$ cat src/core/lomre_regs.svh
// lomre_regs.svh: constants for the literal/or/move/rotate execution block
// assumes: included by bare name from the package and design modules
`ifndef LOMRE_REGS_SVH
`define LOMRE_REGS_SVH
`define LOMRE_DATA_W      8
`define LOMRE_ADDR_W      7
`define LOMRE_PC_W        13
`define LOMRE_ACC_RST     8'h00
`define LOMRE_PC_RST      13'h0000
`define LOMRE_ZERO_RST    1'b0
`define LOMRE_CARRY_RST   1'b0
`define LOMRE_GIA_RST     1'b0
`define LOMRE_DEST_ACC    1'b0
`define LOMRE_DEST_FILE   1'b1
`endif

$ cat src/core/lomre_pkg.sv
// lomre_pkg.sv: types shared by the execution datapath
// assumes: lomre_regs.svh is on the include path
`include "lomre_regs.svh"
package lomre_pkg;
   // operations delivered by the instruction decoder
   typedef enum logic [3:0] {
      LOMRE_OP_NOP,
      LOMRE_OP_OR_LITERAL_INTO_ACC,
      LOMRE_OP_LOAD_LITERAL_ACC,
      LOMRE_OP_OR_ACC_WITH_FILE,
      LOMRE_OP_STORE_ACC_TO_FILE,
      LOMRE_OP_MOVE_FILE_REG,
      LOMRE_OP_ROTATE_LEFT_THROUGH_CARRY,
      LOMRE_OP_RETURN_FROM_IRQ
   } lomre_op_type;

   // decoded instruction with its operands
   typedef struct packed {
      logic                       valid;
      lomre_op_type               op;
      logic [`LOMRE_DATA_W-1:0]   literal;
      logic [`LOMRE_ADDR_W-1:0]   addr;
      logic                       dest;
   } lomre_instr_type;

   // file register write request
   typedef struct packed {
      logic                       we;
      logic [`LOMRE_ADDR_W-1:0]   addr;
      logic [`LOMRE_DATA_W-1:0]   data;
   } lomre_fwr_type;

   // combinational result of one instruction
   typedef struct packed {
      logic                       acc_we;
      logic                       file_we;
      logic                       zero_we;
      logic                       carry_we;
      logic                       ret_irq;
      logic [`LOMRE_DATA_W-1:0]   result;
      logic                       carry_new;
   } lomre_res_type;
endpackage : lomre_pkg

$ cat src/core/lomre_alu.sv
// lomre_alu.sv: combinational result and write-enable decode
// assumes: operands stable for the whole cycle, same clock as the top
`timescale 1ns/100ps
`include "lomre_regs.svh"
module lomre_alu
   import lomre_pkg::*;
(
   input  wire lomre_instr_type          instr,     // decoded instruction
   input  wire logic [`LOMRE_DATA_W-1:0] acc,       // accumulator value
   input  wire logic [`LOMRE_DATA_W-1:0] fdata,     // addressed file data
   input  wire logic                     carry,     // rotate_out_bit
   output lomre_res_type                 res        // result and enables
);
   //////////////////////////////////////////////////////////////////////
   // operation selection
   wire is_orl  = instr.valid && instr.op == LOMRE_OP_OR_LITERAL_INTO_ACC;
   wire is_ldl  = instr.valid && instr.op == LOMRE_OP_LOAD_LITERAL_ACC;
   wire is_orf  = instr.valid && instr.op == LOMRE_OP_OR_ACC_WITH_FILE;
   wire is_st   = instr.valid && instr.op == LOMRE_OP_STORE_ACC_TO_FILE;
   wire is_mov  = instr.valid && instr.op == LOMRE_OP_MOVE_FILE_REG;
   wire is_rl   = instr.valid &&
                  instr.op == LOMRE_OP_ROTATE_LEFT_THROUGH_CARRY;
   wire is_rti  = instr.valid && instr.op == LOMRE_OP_RETURN_FROM_IRQ;
   wire has_dst = is_orf || is_mov || is_rl;    // carries destination bit

   // result values per operation
   wire [`LOMRE_DATA_W-1:0] orl_v = acc | instr.literal;
   wire [`LOMRE_DATA_W-1:0] orf_v = acc | fdata;
   wire [`LOMRE_DATA_W-1:0] rl_v  =
      {fdata[`LOMRE_DATA_W-2:0], carry};

   //////////////////////////////////////////////////////////////////////
   // result mux and write enables
   assign res.result  = is_orl ? orl_v :
                        is_ldl ? instr.literal :
                        is_orf ? orf_v :
                        is_st  ? acc :
                        is_rl  ? rl_v :
                        fdata;
   assign res.carry_new = fdata[`LOMRE_DATA_W-1];
   // destination select for f,d instructions
   assign res.acc_we  = is_orl || is_ldl ||
                        (has_dst && instr.dest == `LOMRE_DEST_ACC);
   assign res.file_we = is_st ||
                        (has_dst && instr.dest == `LOMRE_DEST_FILE);
   // only or and move touch the zero flag; nop touches nothing
   assign res.zero_we  = is_orl || is_orf || is_mov;
   assign res.carry_we = is_rl;
   assign res.ret_irq  = is_rti;
endmodule // lomre_alu

$ cat src/core/lomre_exec.sv
// lomre_exec.sv: execution datapath top for or/literal/move/rotate ops
// assumes: decoder supplies one instruction per clk with fdata already
// read combinationally from the addressed file register; the stack
// supplies stack_top_value; all inputs are on clk, no synchroniser
`timescale 1ns/100ps
`include "lomre_regs.svh"
module lomre_exec
   import lomre_pkg::*;
(
   input  wire logic                     clk,             // 125 MHz
   input  wire logic                     rst_b,           // async, low
   input  wire lomre_instr_type          instr,           // from decoder
   input  wire logic [`LOMRE_DATA_W-1:0] fdata,           // file read data
   input  wire logic [`LOMRE_PC_W-1:0]   stack_top_value, // return address
   input  wire logic                     gia_clear,       // irq entry clear
   output lomre_fwr_type                 fwr,             // file write
   output logic [`LOMRE_DATA_W-1:0]      acc,             // accumulator
   output logic                          result_nil_flag, // zero flag
   output logic                          rotate_out_bit,  // carry flag
   output logic                          global_interrupt_allow,
   output logic [`LOMRE_PC_W-1:0]        pc_load_value,   // pc target
   output logic                          pc_load          // pc load pulse
);
   //////////////////////////////////////////////////////////////////////
   // combinational result
   lomre_res_type res;   // result and enables

   lomre_alu u_alu (
      .instr (instr),
      .acc   (acc),
      .fdata (fdata),
      .carry (rotate_out_bit),
      .res   (res)
   );

   wire zero_v = (res.result == '0);   // nil detect

   //////////////////////////////////////////////////////////////////////
   // accumulator
   always_ff @(posedge clk or negedge rst_b) begin
      if (!rst_b) begin
         acc <= `LOMRE_ACC_RST;
      end else if (res.acc_we) begin
         acc <= res.result;
      end
   end

   // file register write port, registered
   always_ff @(posedge clk or negedge rst_b) begin
      if (!rst_b) begin
         fwr <= '0;
      end else begin
         fwr.we   <= res.file_we;
         fwr.addr <= instr.addr;
         fwr.data <= res.result;
      end
   end

   //////////////////////////////////////////////////////////////////////
   // status flags
   always_ff @(posedge clk or negedge rst_b) begin
      if (!rst_b) begin
         result_nil_flag <= `LOMRE_ZERO_RST;
         rotate_out_bit  <= `LOMRE_CARRY_RST;
      end else begin
         if (res.zero_we) begin
            result_nil_flag <= zero_v;
         end
         if (res.carry_we) begin
            rotate_out_bit <= res.carry_new;
         end
      end
   end

   // interrupt allow: return sets, set wins over a simultaneous clear
   always_ff @(posedge clk or negedge rst_b) begin
      if (!rst_b) begin
         global_interrupt_allow <= `LOMRE_GIA_RST;
      end else if (res.ret_irq) begin
         global_interrupt_allow <= 1'b1;
      end else if (gia_clear) begin
         global_interrupt_allow <= 1'b0;
      end
   end

   // program counter load on return
   always_ff @(posedge clk or negedge rst_b) begin
      if (!rst_b) begin
         pc_load       <= 1'b0;
         pc_load_value <= `LOMRE_PC_RST;
      end else begin
         pc_load       <= res.ret_irq;
         pc_load_value <= res.ret_irq ? stack_top_value : pc_load_value;
      end
   end
endmodule // lomre_exec

$ cat config.mk
export PLATFORM = sky130hd
export DESIGN_NAME = lomre_exec
export DESIGN_NICKNAME = d
export VERILOG_FILES = /design/src/core/lomre_pkg.sv /design/src/core/lomre_alu.sv /design/src/core/lomre_exec.sv
export VERILOG_INCLUDE_DIRS = /design/src /design/src/core
export SDC_FILE = /design/constraint.sdc
export NUM_CORES = 1
export LEC_CHECK = 0
export BUFFER_PORTS_ARGS = -buffer_cell sky130_fd_sc_hd__buf_4
export CORE_UTILIZATION = 40
export CTS_BUF_LIST = sky130_fd_sc_hd__clkbuf_4 sky130_fd_sc_hd__clkbuf_8
export DETAILED_ROUTE_END_ITERATION = 10
export HOLD_SLACK_MARGIN = 0.02
export PLACE_DENSITY_LB_ADDON = 0.3
export SLEW_MARGIN = 20
export SYNTH_ARGS = -nofsm -noshare
export SYNTH_HDL_FRONTEND = slang
export SYNTH_SLANG_ARGS = --single-unit
$ cat constraint.sdc
create_clock -name clk -period 1.6 [get_ports clk]
set_input_delay 0.08 -clock clk [delete_from_list [all_inputs] [get_ports clk]]
set_output_delay 0.08 -clock clk [all_outputs]
set_load 0.01 [all_outputs]
==> impl_metrics.yaml <==
run_status:
  failed_checks: "setup timing"
  status: "finished, violations left"
global_route:
  grt_overflow: 0
  antenna_found_initial: 0
  grt_pass1_vias: 1987
  grt_max_degree: 42
  grt_usage_pct: 23.4
  grt_pass1_wl_um: 9350
sta:
  totalNegativeSetupSlack_ns: -0.155
  slew_headroom_pct: 65.7
  worst_slack_ns: -0.155
  fin_crit_sh_pct: 110
  holdWs_ns: 0.0255
  skew_ns: 0.00653
  rsz0062_at_grt: "yes"
  finalSetupViolations: 1
  hold_viol_final: 0
  finalMaxSlewViolations: 0
  min_period_ns: 1.75
  max_freq_mhz: 570
  tightest_slew_ns: 0.514
finish:
  multiInputGateArea_um2: 913
  register_area_um2: 1030
  nets: 371
  drive_gt1_share_pct: 56.1
  fin_cells: 393
  insertedDiodeCount: 0
  fill_cells: 377
  area_delta_synth_final_pct: 67.5
synth:
  synth_top_flop_cell: "dfrtp_1"
  synth_top_area_share_pct: 51.5
  ys_ff_latch: 41
  synthArstFlopShare_pct: 100
  synth_top_area_cell: "dfrtp_1"
  netlist_instances: 176
  syn_area_per_cell_um2: 11.3
  synth_edf_count: 0
  syn-num-nets: 221
  yosysSeqAreaShare_pct: 51.5
  ys_types: 53
  synthTopCellsByArea: "dfrtp_1 52%, mux2_2 12%, nor2_1 2.8%, a21oi_1 2.0%, o21ai_0 1.5%"
  yosys_warnings: 0
  synth_area_um2: 1990
run:
  cap_violations: 0
worst_setup_path:
  cp-startpoint: "acc[7]"
  critPathRequiredTime_ns: 1.81
  path_class: "flip-flop to flip-flop"
  critPathMaxStageDelay_ns: 0.42
  slowest_stage: "or4_4"
  worstReg2RegStart: "acc[7]"
  crit_buf_inv: 0
  endpoint_kind: "flip-flop"
  path_max_fanout: 2
  critPathLaunchType: "flip-flop"
  cp_data_arrival_time_ns: 1.96
  crit_path_cell_trace: "a2111oi_2, o221a_2, a21oi_1, or4_4, o31ai_2"
  crit_family: "compound AO/OA/AOI/OAI gates"
clock_network:
  clk_pin_slew_ns: 0.08
  cts_tree: "yes"
  clk-insertion-delay-late_ns: 0.29
  cts_max_level: 2
  cts-root-buf: "clkbuf_8"
  cts.sink_count: 41
  clockBufferDepth: 2
  cts_made_buffers: 5
placement:
  place_inst: 371
  dp_hpwl_um: 4450
  place_congestion: 0.943
  io_buffers: 85
  pre_cts_slack_ns: -0.286
drt:
  vias_per_cell: 5.03
  wl_per_cell_um: 14.9
  via_count: 1975
  drtIter0Drc: 46
  dr.pass1.iters: 4
  ant_nets: 0
  routed_wl_um: 5870
  drc: 0
floorplan:
  initial_core_util_pct: 41.9
  dieHeight_um: 72.6
  num_io_pins: 86
  die_w_um: 72.6
  core_area_um2: 4750
  rows: 25
  die_area_um2: 5270
power:
  irDropWorstVdd_uv: 563
  p_per_area_nw_per_um2: 938
  p_leak_nw: 1.60
  totalPowerFinal_w: 0.00313
min_path:
  hp-start: "stack_top_value[6]"
  hold_class: "primary input to flip-flop"
==> kinds of logic (layout without fill, tap and decap cells) <==
| family | after synthesis | in the layout | synth area share (%) |
|---|---|---|---|
| buffers and inverters | 18 | 168 | 4.27 |
| AOI/OAI and AO/OA | 45 | 45 | 17.3 |
| and+or+nand+nor | 49 | 49 | 14.1 |
| muxes | 23 | 23 | 12.9 |
| DFF | 41 | 41 | 51.5 |
==> layout make-up <==
type / instances / share of cell area (%)
Clock buffer: 5 / 2.06
Sequential cell: 41 / 30.7
Timing Repair Buffer: 152 / 35.2
Tap cell: 67 / 2.51
Multi-Input combinational cell: 117 / 27.4
Inverter: 9 / 1.01
Clock inverter: 2 / 1.05
==> per-layer routing <==
layer	wire [µm]	GRT usage, %	vias to the layer above	part of all wire, %
met1	2530	28.8	937	43
met3	311	4.03	5	5.3
met4	31	4.58	0	0.53
li1	-	-	966	-
met5	0	0	-	0
met2	3000	42.9	67	51
==> cells in the final DEF (no fill, tap or decap), types with 2 or more instances in the layout <==
master / synthesis / layout
dfrtp_1: 41 / 41
o21ai_0: 6 / 6
buf_4: 2 / 138
o221a_2: 2 / 2
inv_1: 8 / 8
a21oi_1: 8 / 8
clkbuf_8: 0 / 5
nor2_1: 15 / 15
dlygate4sd3_1: 0 / 14
o22ai_1: 4 / 4
mux2i_1: 2 / 2
o32ai_1: 2 / 2
nor4_2: 0 / 2
nand3_1: 2 / 2
o211ai_1: 2 / 2
nand2b_1: 4 / 3
nor3_1: 3 / 3
o21a_1: 2 / 2
mux2_2: 21 / 21
a2111oi_2: 0 / 2
o32a_1: 2 / 2
nand2_2: 2 / 2
nor2b_1: 2 / 2
nand2_1: 4 / 4
and3_1: 2 / 2
or4_1: 4 / 4
==> through the flow <==
stage	cell area [µm²]	util, %
floorplan	2000	-
finish	3340	70.2
global route	3340	70.2
detailed placement	3060	64.3
global placement	3060	64.3
CTS	3330	70.0
==> power breakdown <==
part           internal, W  switching, W  total, W
clock             0.000453      0.000334  0.000788
combinational     0.000613      0.000416   0.00103
sequential         0.00121      0.000107   0.00131
total              0.00227      0.000858   0.00313
==> sequential cells by signal, indices dropped and copies added (netlist names) <==
register,flops
acc,8
result_nil_flag,1
global_interrupt_allow,1
fwr,16
rotate_out_bit,1
pc_load,1
pc_load_value,13
==> cells in the mapped netlist (2+ instances only) <==
master      n
and3_1      2
dfrtp_1    41
buf_2       2
mux2_2     21
o32ai_1     2
a2111oi_0   2
o211ai_1    2
nand2b_1    4
a21oi_1     8
nor2_1     15
o21ai_0     6
nand3_1     2
nand2_2     2
o32a_1      2
o221a_2     2
nor4_1      2
inv_1       8
nand2_1     4
mux2i_1     2
nor2b_1     2
buf_4       2
o21a_1      2
clkbuf_1    3
or4_1       4
nor3_1      3
o22ai_1     4
==> path summary, 6_finish.rpt <==
check	cells after the start	slack, ns	endpoint
min in group asynchronous	2	0.31	pc_load_value[0]
worst max register to register	5	-0.15	result_nil_flag
max in group asynchronous	2	0.92	pc_load_value[3]
worst max-delay path	5	-0.15	result_nil_flag
worst min-delay path	2	0.03	pc_load_value[6]
worst min register to register	2	0.50	result_nil_flag
==> timing repair <==
| item | CTS | global route |
|---|---|---|
| endpoints found under the setup margin | 1 | 3 |
| resized for setup | 3 | 3 |
| pin swaps | 0 | 4 |
| setup buffers | 2 | 1 |
| hold buffers | 14 | 0 |
| hold endpoints to repair | 54 | 0 |
Power figures use the tool's default switching activity.
